[config.mk]
export PLATFORM = sky130hd
export DESIGN_NAME = hwseq_top
export DESIGN_NICKNAME = d
export VERILOG_FILES = /design/src/hwseq_pkg.sv /design/src/hwseq_tick.sv /design/src/hwseq_top.sv
export VERILOG_INCLUDE_DIRS = /design/src
export SDC_FILE = /design/constraint.sdc
export NUM_CORES = 1
export LEC_CHECK = 0
export BUFFER_PORTS_ARGS = -buffer_cell sky130_fd_sc_hd__buf_2
export CELL_PAD_IN_SITES_DETAIL_PLACEMENT = 2
export CELL_PAD_IN_SITES_GLOBAL_PLACEMENT = 2
export CORE_ASPECT_RATIO = 1.75
export CORE_MARGIN = 1.5
export CORE_UTILIZATION = 42
export CTS_CLUSTER_SIZE = 28
export DETAILED_ROUTE_END_ITERATION = 8
export PLACE_DENSITY_LB_ADDON = 0.1
export SYNTH_ARGS = -nofsm -noshare
export SYNTH_HDL_FRONTEND = slang
export SYNTH_SLANG_ARGS = --single-unit
[constraint.sdc]
create_clock -name pclk -period 3.99 [get_ports pclk]
set_input_delay 0.5985 -clock pclk [delete_from_list [all_inputs] [get_ports pclk]]
set_output_delay 0.5985 -clock pclk [all_outputs]
set_load 0.03 [all_outputs]
[src/hwseq_defs.svh]
// constants for the haptic waveform sequencer: register indices, fields,
// reset values and timing counts
// assumes a 250 MHz pclk and registers reached as aligned 32-bit apb words
`ifndef HWSEQ_DEFS_SVH
`define HWSEQ_DEFS_SVH

// register indices; byte address is four times the index
`define HWSEQ_IDX_CTRL 8'h0C
`define HWSEQ_IDX_SLOT_FIRST 8'h0F
`define HWSEQ_IDX_SLOT_SEVEN 8'h15
`define HWSEQ_IDX_SLOT_EIGHT 8'h16
`define HWSEQ_IDX_LOOP_LO 8'h17
`define HWSEQ_IDX_LOOP_HI 8'h18
`define HWSEQ_IDX_STATUS 8'h19

// field positions
`define HWSEQ_CTRL_START_BIT 0
`define HWSEQ_SLOT_DELAY_BIT 7
`define HWSEQ_NUM_SLOTS 8
`define HWSEQ_LAST_SLOT 3'h7

// reset values
`define HWSEQ_RST_CTRL 8'h00
`define HWSEQ_RST_SLOT 8'h00
`define HWSEQ_RST_LOOP 8'h00

// timing: delay unit in ms, clock period in ps, cycles per delay unit
// worked in ns so the product stays inside a 32-bit integer
`define HWSEQ_DELAY_UNIT_MS 10
`define HWSEQ_CLK_PERIOD_PS 4000
`define HWSEQ_DELAY_CYCLES ((`HWSEQ_DELAY_UNIT_MS * 1000000) / (`HWSEQ_CLK_PERIOD_PS / 1000))

`endif

[src/hwseq_pkg.sv]
// types shared by the haptic waveform sequencer files
// assumes nothing beyond the apb signalling of its users
package hwseq_pkg;
   // apb request from the master
   typedef struct packed {
      logic [11:0] paddr;
      logic psel;
      logic penable;
      logic pwrite;
      logic [31:0] pwdata;
   } hwseq_apb_req_t;

   // apb answer to the master
   typedef struct packed {
      logic [31:0] prdata;
      logic pready;
      logic pslverr;
   } hwseq_apb_rsp_t;

   // request to the waveform drive engine
   typedef struct packed {
      logic req;
      logic [6:0] index;
   } hwseq_drive_t;

   // one sequence slot: delay flag and seven-bit field
   typedef struct packed {
      logic delay;
      logic [6:0] field;
   } hwseq_slot_t;

   // playback states
   typedef enum logic [2:0] {
      SEQ_IDLE,
      SEQ_FETCH,
      SEQ_PLAY,
      SEQ_WAIT,
      SEQ_NEXT
   } hwseq_state_t;
endpackage : hwseq_pkg

[src/hwseq_tick.sv]
// divider giving a one-cycle pulse every delay unit
// assumes restart is pulsed when a new delay begins
`timescale 1ns/1ps
module hwseq_tick #(
   parameter int unsigned TICK_CYCLES = 2500000
) (
   input wire logic pclk,
   input wire logic presetn,
   input wire logic restart,
   output logic tick
);
   import hwseq_pkg::*;

   logic [31:0] cnt_reg; // cycles into the current unit
   logic [31:0] cnt_next;
   logic tick_reg;
   logic tick_next;

   ////////////////////////////////////////////////////////////////////////
   // count up to the unit length, pulse at the end, restart aligns phase
   always_comb begin
      cnt_next = cnt_reg + 32'h1;
      tick_next = 1'b0;
      if (restart) begin
         cnt_next = 32'h0;
      end else if (cnt_reg >= TICK_CYCLES - 1) begin
         // end of unit
         cnt_next = 32'h0;
         tick_next = 1'b1;
      end
   end

   always_ff @(posedge pclk or negedge presetn) begin
      if (!presetn) begin
         cnt_reg <= 32'h0;
         tick_reg <= 1'b0;
      end else begin
         cnt_reg <= cnt_next;
         tick_reg <= tick_next;
      end
   end

   assign tick = tick_reg;
endmodule : hwseq_tick

[src/hwseq_top.sv]
// haptic waveform sequencer: apb registers and slot playback engine
// assumes an apb master on pclk and a drive engine that pulses drive_done
// once per finished waveform while drive.req is held
//
// Notes on behaviour
// - delay flag set: slot idles, no waveform
// - idle time is 10 ms times field
// - delay flag clear: field is library index
// - start bit begins playback at first slot
// - advance to next slot when nonzero
// - end after the eighth slot
// - zero entry stops sequence at once
// - repeat count n plays slot n+1 times
//
// Design decision made here: the APB slave port.
`timescale 1ns/1ps
`include "hwseq_defs.svh"
module hwseq_top #(
   parameter int unsigned TICK_CYCLES = `HWSEQ_DELAY_CYCLES
) (
   input wire logic pclk,
   input wire logic presetn,
   input wire hwseq_pkg::hwseq_apb_req_t apb_req,
   output hwseq_pkg::hwseq_apb_rsp_t apb_rsp,
   input wire logic drive_done,
   output hwseq_pkg::hwseq_drive_t drive,
   output logic busy
);
   import hwseq_pkg::*;

   ////////////////////////////////////////////////////////////////////////
   // declarations
   logic start_reg; // start bit, cleared by hardware at the end
   logic start_next;
   hwseq_slot_t slot_reg [`HWSEQ_NUM_SLOTS]; // sequence slots
   hwseq_slot_t slot_next [`HWSEQ_NUM_SLOTS];
   logic [7:0] loop_lo_reg; // repeat counts, slots one to four
   logic [7:0] loop_lo_next;
   logic [7:0] loop_hi_reg; // repeat counts, slots five to eight
   logic [7:0] loop_hi_next;
   logic [1:0] rep_lim [`HWSEQ_NUM_SLOTS]; // per slot repeat count
   hwseq_state_t state_reg;
   hwseq_state_t state_next;
   logic [2:0] slot_ptr_reg; // slot being played
   logic [2:0] slot_ptr_next;
   logic [1:0] rep_reg; // plays done of the current slot minus one
   logic [1:0] rep_next;
   logic [6:0] wait_reg; // delay units left
   logic [6:0] wait_next;
   hwseq_drive_t drive_reg;
   hwseq_drive_t drive_next;
   logic busy_reg;
   logic busy_next;
   hwseq_apb_rsp_t rsp_reg;
   hwseq_apb_rsp_t rsp_next;
   logic tick_restart; // realigns the divider at delay start
   logic tick;
   logic wr_en; // write takes effect this edge
   logic [7:0] wr_byte;
   logic [7:0] acc_idx; // addressed register index
   logic seq_end; // playback finishes this cycle

   ////////////////////////////////////////////////////////////////////////
   // decoding used by read and write paths

   // slot number for a slot index, valid when in the slot range
   function automatic logic [2:0] slot_of(input logic [7:0] idx);
      logic [7:0] d;
      d = idx - `HWSEQ_IDX_SLOT_FIRST;
      slot_of = d[2:0];
   endfunction : slot_of

   // true when the index addresses a slot register
   function automatic logic is_slot(input logic [7:0] idx);
      is_slot = (idx >= `HWSEQ_IDX_SLOT_FIRST) && (idx <= `HWSEQ_IDX_SLOT_EIGHT);
   endfunction : is_slot

   // true when the index is mapped at all
   function automatic logic is_mapped(input logic [7:0] idx);
      is_mapped = is_slot(idx) || (idx == `HWSEQ_IDX_CTRL) ||
                  (idx == `HWSEQ_IDX_LOOP_LO) || (idx == `HWSEQ_IDX_LOOP_HI) ||
                  (idx == `HWSEQ_IDX_STATUS);
   endfunction : is_mapped

   assign acc_idx = apb_req.paddr[9:2];
   assign wr_byte = apb_req.pwdata[7:0];
   // pready is always high in access, so the access phase is the write edge
   assign wr_en = apb_req.psel && apb_req.penable && apb_req.pwrite &&
                  rsp_reg.pready && is_mapped(acc_idx);

   ////////////////////////////////////////////////////////////////////////
   // split the two loop registers into per-slot repeat counts
   genvar g;
   generate
      for (g = 0; g < 4; g++) begin : g_rep
         assign rep_lim[g] = loop_lo_reg[2*g+1:2*g];
         assign rep_lim[g+4] = loop_hi_reg[2*g+1:2*g];
      end
   endgenerate

   ////////////////////////////////////////////////////////////////////////
   // delay unit divider
   hwseq_tick #(
      .TICK_CYCLES(TICK_CYCLES)
   ) u_tick (
      .pclk(pclk),
      .presetn(presetn),
      .restart(tick_restart),
      .tick(tick)
   );

   ////////////////////////////////////////////////////////////////////////
   // register file next values; hardware clear of start loses to a set
   always_comb begin
      slot_next = slot_reg;
      loop_lo_next = loop_lo_reg;
      loop_hi_next = loop_hi_reg;
      start_next = start_reg;
      if (seq_end) begin
         start_next = 1'b0;
      end
      if (wr_en) begin
         if (acc_idx == `HWSEQ_IDX_CTRL) begin
            // software set wins over the end-of-sequence clear
            start_next = wr_byte[`HWSEQ_CTRL_START_BIT];
         end else if (is_slot(acc_idx)) begin
            slot_next[slot_of(acc_idx)] = wr_byte;
         end else if (acc_idx == `HWSEQ_IDX_LOOP_LO) begin
            loop_lo_next = wr_byte;
         end else if (acc_idx == `HWSEQ_IDX_LOOP_HI) begin
            loop_hi_next = wr_byte;
         end
      end
   end

   always_ff @(posedge pclk or negedge presetn) begin
      if (!presetn) begin
         start_reg <= 1'b0;
         loop_lo_reg <= `HWSEQ_RST_LOOP;
         loop_hi_reg <= `HWSEQ_RST_LOOP;
         for (int i = 0; i < `HWSEQ_NUM_SLOTS; i++) begin
            slot_reg[i] <= `HWSEQ_RST_SLOT;
         end
      end else begin
         start_reg <= start_next;
         loop_lo_reg <= loop_lo_next;
         loop_hi_reg <= loop_hi_next;
         slot_reg <= slot_next;
      end
   end

   ////////////////////////////////////////////////////////////////////////
   // apb answer: read data and error latched in setup, zero wait access
   always_comb begin
      rsp_next = rsp_reg;
      rsp_next.pready = 1'b1;
      if (apb_req.psel && !apb_req.penable) begin
         rsp_next.prdata = 32'h0000_0000;
         rsp_next.pslverr = !is_mapped(acc_idx);
         if (acc_idx == `HWSEQ_IDX_CTRL) begin
            rsp_next.prdata[0] = start_reg;
         end else if (is_slot(acc_idx)) begin
            rsp_next.prdata[7:0] = slot_reg[slot_of(acc_idx)];
         end else if (acc_idx == `HWSEQ_IDX_LOOP_LO) begin
            rsp_next.prdata[7:0] = loop_lo_reg;
         end else if (acc_idx == `HWSEQ_IDX_LOOP_HI) begin
            rsp_next.prdata[7:0] = loop_hi_reg;
         end else if (acc_idx == `HWSEQ_IDX_STATUS) begin
            // engine state: busy, slot, delaying, repeat pass
            rsp_next.prdata[7:0] = {1'b0, rep_reg, state_reg == SEQ_WAIT,
                                    slot_ptr_reg, busy_reg};
         end
      end
   end

   always_ff @(posedge pclk or negedge presetn) begin
      if (!presetn) begin
         rsp_reg <= '0;
      end else begin
         rsp_reg <= rsp_next;
      end
   end

   ////////////////////////////////////////////////////////////////////////
   // playback engine
   always_comb begin
      state_next = state_reg;
      slot_ptr_next = slot_ptr_reg;
      rep_next = rep_reg;
      wait_next = wait_reg;
      drive_next = drive_reg;
      busy_next = busy_reg;
      tick_restart = 1'b0;
      seq_end = 1'b0;
      case (state_reg)
         SEQ_IDLE: begin
            if (start_reg) begin
               // begin at the first slot
               slot_ptr_next = 3'h0;
               rep_next = 2'h0;
               busy_next = 1'b1;
               state_next = SEQ_FETCH;
            end
         end
         SEQ_FETCH: begin
            if (slot_reg[slot_ptr_reg] == `HWSEQ_RST_SLOT) begin
               // zero entry: nothing later plays
               seq_end = 1'b1;
               busy_next = 1'b0;
               state_next = SEQ_IDLE;
            end else if (slot_reg[slot_ptr_reg].delay) begin
               // timed idle, drive stays quiet
               wait_next = slot_reg[slot_ptr_reg].field;
               tick_restart = 1'b1;
               state_next = SEQ_WAIT;
            end else begin
               // field selects the library waveform
               drive_next.req = 1'b1;
               drive_next.index = slot_reg[slot_ptr_reg].field;
               state_next = SEQ_PLAY;
            end
         end
         SEQ_PLAY: begin
            if (drive_done) begin
               drive_next.req = 1'b0;
               state_next = SEQ_NEXT;
            end
         end
         SEQ_WAIT: begin
            // one unit of 10 ms per tick
            if (wait_reg == 7'h00) begin
               state_next = SEQ_NEXT;
            end else if (tick) begin
               wait_next = wait_reg - 7'h01;
            end
         end
         SEQ_NEXT: begin
            if (rep_reg != rep_lim[slot_ptr_reg]) begin
               // play the same slot again
               rep_next = rep_reg + 2'h1;
               state_next = SEQ_FETCH;
            end else if (slot_ptr_reg == `HWSEQ_LAST_SLOT) begin
               // eighth slot done
               seq_end = 1'b1;
               busy_next = 1'b0;
               state_next = SEQ_IDLE;
            end else begin
               rep_next = 2'h0;
               slot_ptr_next = slot_ptr_reg + 3'h1;
               state_next = SEQ_FETCH;
            end
         end
         default: begin
            state_next = SEQ_IDLE;
         end
      endcase
      // software clearing start aborts playback at once
      if (!start_reg && state_reg != SEQ_IDLE) begin
         drive_next.req = 1'b0;
         busy_next = 1'b0;
         state_next = SEQ_IDLE;
      end
   end

   always_ff @(posedge pclk or negedge presetn) begin
      if (!presetn) begin
         state_reg <= SEQ_IDLE;
         slot_ptr_reg <= 3'h0;
         rep_reg <= 2'h0;
         wait_reg <= 7'h00;
         drive_reg <= '0;
         busy_reg <= 1'b0;
      end else begin
         state_reg <= state_next;
         slot_ptr_reg <= slot_ptr_next;
         rep_reg <= rep_next;
         wait_reg <= wait_next;
         drive_reg <= drive_next;
         busy_reg <= busy_next;
      end
   end

   assign apb_rsp = rsp_reg;
   assign drive = drive_reg;
   assign busy = busy_reg;
endmodule : hwseq_top
== Yosys cells after proc, flatten, opt, wreduce, memory -nomap -nowiden ==
Cells that the tools add are included.

* Add/sub/neg operators: 5
* $lt $le $gt $ge: 6
* Equal/unequal tests: 26
* Muxes and demuxes: 65
* Bitwise gates (word level): 7
* Reductions and logical operators: 33

{| class="wikitable"
|+ Operators by type and width
! cell !! number
|-
| two-way mux 8 bit || 10
|-
| bitwise mux 64 bit || 1
|-
| two-way mux 32 bit || 2
|-
| binary-select mux 8 bit (select 3 bit) || 2
|-
| two-way mux 7 bit || 6
|-
| adder 32 x 1 -> 32 bit, second input constant || 1
|-
| >= comparator 32 x 22 -> 1 bit, second input constant || 1
|-
| demux 8 bit (select 3 bit) || 1
|-
| equality test 8 x 5 -> 1 bit, second input constant || 3
|-
| != test 3 bit, second input constant || 8
|-
| two-way mux 1 bit || 22
|-
| two-way mux 3 bit || 7
|-
| case mux 3 bit (5 select lines) || 1
|-
| AND reduction 5 bit || 3
|-
| case mux 7 bit (2 select lines) || 1
|-
| two-way mux 2 bit || 6
|-
| != test 2 bit, second input constant || 6
|-
| AND reduction 3 bit || 4
|-
| AND reduction 4 bit || 3
|-
| equality test 8 x 4 -> 1 bit, second input constant || 1
|-
| >= comparator 4 bit, second input constant || 2
|-
| >= comparator 8 x 4 -> 1 bit, second input constant || 1
|-
| <= comparator 8 x 5 -> 1 bit, second input constant || 1
|-
| logical AND 1 bit || 8
|-
| 26 further kinds || 41
|}

* Register bits after elaboration: 148
* Input port bits: 50
* Output and inout port bits: 43
* Logic and storage cells: 173

== Logic depth before layout (Yosys ltp) ==
* Depth after elaboration: 10
* Depth in mapped cells: 12
* Depth with buffers taken out: 8

== By module ==
From an unflattened synthesis, not the netlist that was laid out.

* Cells, all modules: 746
* Area, all modules: 8334.2 um^2

{| class="wikitable"
|+ By module, submodules not included
! module !! instances !! cells an instance !! area an instance (um^2) !! sequential area each (um^2)
|-
| hwseq_top || 1 || 610 || 6815.3 || 2877.8
|-
| hwseq_tick || 1 || 136 || 1519.0 || 825.8
|}

== Worst setup path after synthesis ==
No wires, ideal clock.

* Path kind: input to register
* Start point: in apb_req[37] (netlist name)
* End point: reg slot_reg[48] (netlist name)
* Setup time: 0.125 ns
* Arrival time: 2.719 ns
* Data required time: 3.865 ns
* Path slack: 1.146 ns
* Stages: 9
* Path buffers: 4
* Cells stage by stage: clkbuf_1 -> inv_1 -> clkbuf_1 -> ha_1 -> clkbuf_1 -> buf_1 -> nor2_1 -> nand2_1 -> mux2_2

* Longest elaborated chain between the ends: 8
* Elaborated cells on any way between the ends: 22
* Classes of those cells: add/sub (1); order compare (4); eq/ne (4); mux (3); bitwise (2); reduce/logical (8)

{| class="wikitable"
|+ Ends and longest elaborated chain
! what !! RTL line !! text
|-
| start, declared || hwseq_top.sv:23 || <nowiki>input wire hwseq_pkg::hwseq_apb_req_t apb_req,</nowiki>
|-
| branches (longest 8 deep; another with >= comparator 4 bit) || n/a ||
|-
| end signal, assigned by index || hwseq_top.sv:142 || <nowiki>slot_reg[i] <= `HWSEQ_RST_SLOT;</nowiki>
|-
| end signal, assigned || hwseq_top.sv:148 || <nowiki>slot_reg <= slot_next;</nowiki>
|-
| end, declared || hwseq_top.sv:35 || <nowiki>hwseq_slot_t slot_reg [`HWSEQ_NUM_SLOTS];</nowiki>
|}

Several ways; the timed one is not identified.
A chain may end at the register's enable or synchronous reset.

== Worst setup path in the final report ==
* Start point: reg slot_ptr_reg[0]
* End point: reg drive_reg (netlist bit drive[0])

* Longest elaborated chain between the ends: 7
* Elaborated cells on any way between the ends: 8
* Classes of those cells: mux (3); bitwise (3); reduce/logical (2)

{| class="wikitable"
|+ Ends and longest elaborated chain
! what !! RTL line !! text
|-
| start, declared || hwseq_top.sv:44 || <nowiki>logic [2:0] slot_ptr_reg;</nowiki>
|-
| start signal, assigned || hwseq_top.sv:275 || <nowiki>slot_ptr_reg <= slot_ptr_next;</nowiki>
|-
| NOT 3 -> 4 bit (implied by the code) (*) || hwseq_top.sv:206, hwseq_top.sv:211, hwseq_top.sv:219 ||
|-
| binary-select mux 8 bit (select 3 bit) (*) || hwseq_top.sv:206, hwseq_top.sv:211, hwseq_top.sv:219 ||
|-
| two-way mux 8 bit (implied by the code) (*) (2 in series) || hwseq_top.sv:219 || <nowiki>drive_next.index = slot_reg[slot_ptr_reg].field;</nowiki>
|-
| zero test 8 bit (no source line) || n/a ||
|-
| NOT 1 bit (no source line) || n/a ||
|-
| AND reduction 3 bit (no source line) || n/a ||
|-
| end signal, assigned || hwseq_top.sv:278 || <nowiki>drive_reg <= drive_next;</nowiki>
|-
| end, declared || hwseq_top.sv:50 || <nowiki>hwseq_drive_t drive_reg;</nowiki>
|}

Every way passes the cells marked *; elsewhere a longest branch is shown, timed or not. The select of a mux whose other input is x is not followed.

==> flow_metrics.env <==
export IMPL_cts_tree="done"
export IMPL_io_buffers=40
export IMPL_min_period_over_period=0.773
export IMPL_cap_viol_max_count=0
export IMPL_max_freq_mhz=324
export IMPL_area_growth_pct=13.7
export IMPL_worstHoldPathType="in2async"
export IMPL_place_gp_congestion=0.855
export IMPL_layout_min_cycle_time_ns=3.09
export IMPL_final_util=0.488
export IMPL_synth_most_common_cell="dfrtp_1"
export IMPL_irDropWorstVdd_v=0.000260
export IMPL_synth_warnings=0
export IMPL_maxSlewViolCount=0
export IMPL_final_hold_violation_count=0
export IMPL_largest_register_ffs=64
export IMPL_grt_pass1_vias=7329
export IMPL_cts_setup_buffers=0
export IMPL_postCtsHoldBufs=0
export IMPL_fin_skew_ns=0.00822
export IMPL_critical_path_arrival_ns=3.40
export IMPL_synth_cell_area_um2=8250
export IMPL_clock_root_buffer="clkbuf_16"
export IMPL_required_ns=4.31
export IMPL_leakagePower_nw=4.34
export IMPL_cp_end_kind="register"
export IMPL_cts_htree_levels=4
export IMPL_drive_gt1_frac=0.257
export IMPL_clock_latency_ns=0.44
export IMPL_final_area_um2=9380
export IMPL_ys_seq_area_frac=0.449
export IMPL_ant_nets=0
export IMPL_dieArea_um2=20500
export IMPL_clkTransAtPathRegs_ns=0.06
export IMPL_cellPowerDensity_nw_per_um2=373
export IMPL_numCtsBuffers=17
export IMPL_rows=67
export IMPL_synthTopCellsByCount="148 x dfrtp_1, 82 x mux2_2, 67 x nor2_1"
export IMPL_via_count=6472
export IMPL_ios=93
export IMPL_status="finished clean"
export IMPL_syn_inst=762
export IMPL_cts_buffer_depth=2
export IMPL_core_area_um2=19200
export IMPL_die_w_um=109
export IMPL_synth_edf_count=0
export IMPL_critPathKind="reg2reg"
export IMPL_synthTopCellsByArea="dfrtp_1 45%, mux2_2 11%, mux4_2 4.1%, nor2_1 3.0%, nand2_1 2.8%"
export IMPL_finalSetupTns_ns=0
export IMPL_drt_iter0_markers=278
export IMPL_grt_max_degree=92
export IMPL_hpwl_um=19600
export IMPL_grtUsageTotal=0.282
export IMPL_relSlewSlack=0.393
export IMPL_synth_seq_cells=148
export IMPL_ys_types=71
export IMPL_drt_wl_total_um=26900
export IMPL_grt_overflow=0
export IMPL_wire_per_inst_um=25.2
export IMPL_fin_ws_ns=0.905
export IMPL_clock_sinks=148
export IMPL_antenna_cells=0
export IMPL_place_inst=1035
export IMPL_rsz0062_at_grt="no"
export IMPL_viasPerCell=6.07
export IMPL_placed_cell_area_um2=8760
export IMPL_die_h_um=188
export IMPL_cp_start_kind="register"
export IMPL_pre_cts_ws_ns=0.874
export IMPL_crit_path_max_fanout=25
export IMPL_yosysTopAreaCell="dfrtp_1"
export IMPL_drt_first_pass_iters=4
export IMPL_drc=0
export IMPL_ys_flop_type="dfrtp_1"
export IMPL_antenna_found_initial=0
export IMPL_worst_pin_slew_ns=0.910
export IMPL_avgSynthCellArea_um2=10.8
export IMPL_grt_pass1_wl_um=42400
export IMPL_yosysTopAreaCellShare=0.449
export IMPL_final_cells=1067
export IMPL_nets=872
export IMPL_cts_resized=0
export IMPL_async_reset_ff_frac=1.00
export IMPL_initial_core_util=0.430
export IMPL_finalSetupViolCount=0
==> cells by family (layout without fill, tap and decap cells) <==
group,after synthesis,after routing,share of synthesized area
and+or+nand+nor,245,245,0.150
adders and majority gates,9,9,0.0137
other,2,35,0.000910
muxes,129,129,0.200
DFF,148,148,0.449
xor gates and xnor gates,22,22,0.0234
buffers and inverters,82,113,0.0519
AOI/OAI and AO/OA,125,125,0.112
==> where the power goes <==
group	leakage [nW]	switching [mW]	total (mW)	internal, mW
Sequential	2.03	0.0152	1.53	1.52
Combinational	2.01	0.185	0.251	0.0658
Clock	0.296	0.674	1.71	1.04
Total	4.34	0.874	3.49	2.62
==> worst max-delay path, stage by stage (launching register included) <==
cell     delay [ns]
dfrtp_2        0.81
mux4_1         0.65
mux2_4         0.35
nor4_4         0.16
nand2_2        0.14
o31ai_4        0.47
mux2_4         0.35
==> path summary, 6_finish.rpt <==
path                            startpoint                end  slack (ns)  cells after the start
min in group pclk               drive_done       state_reg[2]        0.48                      3
min                                presetn         apb_rsp[3]        0.23                      1
max in group asynchronous          presetn  u_tick.cnt_reg[8]        2.96                      2
min reg2reg                     apb_rsp[0]         apb_rsp[0]        0.49                      2
max                        slot_ptr_reg[0]           drive[0]        0.90                      6
max reg2reg                slot_ptr_reg[0]           drive[0]        0.90                      6
==> stage by stage <==
step / power [mW] / hold WS, ns
final: 3.49 / 0.225
after global routing: 3.60 / 0.299
after CTS: 3.53 / 0.273
after detailed placement: 1.81 / 0.465
after global placement: 1.80 / 0.460
after floorplan: 1.72 / 0.303
==> placed cells by master (no fill, tap or decap), types with 11 or more instances in the layout <==
cell type  Yosys  layout
a21oi_1       13      13
mux4_2        15      15
inv_1         13      13
mux2_2        82      82
o31ai_1       11      11
nor3_1        25      25
or3_1         12      12
dfrtp_1      148     147
clkbuf_16      0      17
buf_4         24      25
conb_1         2      35
nand3_1       14      14
nor2_1        67      67
nand2_1       61      61
mux2i_1       16      16
o21ai_0       17      17
xor2_1        16      15
buf_2          6      39
==> routing by layer <==
| layer | part of all wire | vias to the layer above | global-route usage |
|---|---|---|---|
| li1 | - | 2847 | - |
| met1 | 0.36 | 3433 | 0.302 |
| met2 | 0.55 | 126 | 0.503 |
| met3 | 0.024 | 66 | 0.0387 |
| met4 | 0.061 | 0 | 0.182 |
| met5 | 0 | - | 0 |
==> layout make-up <==
class	count	area, um^2
clock buffers	21	470
clock inverters	11	149
fillers	1994	9820
inverters	13	48.8
multi-input cells	565	4250
flip-flops and latches	148	3700
well taps	241	302
repair buffers	68	454
Power figures use the tool's default switching activity.
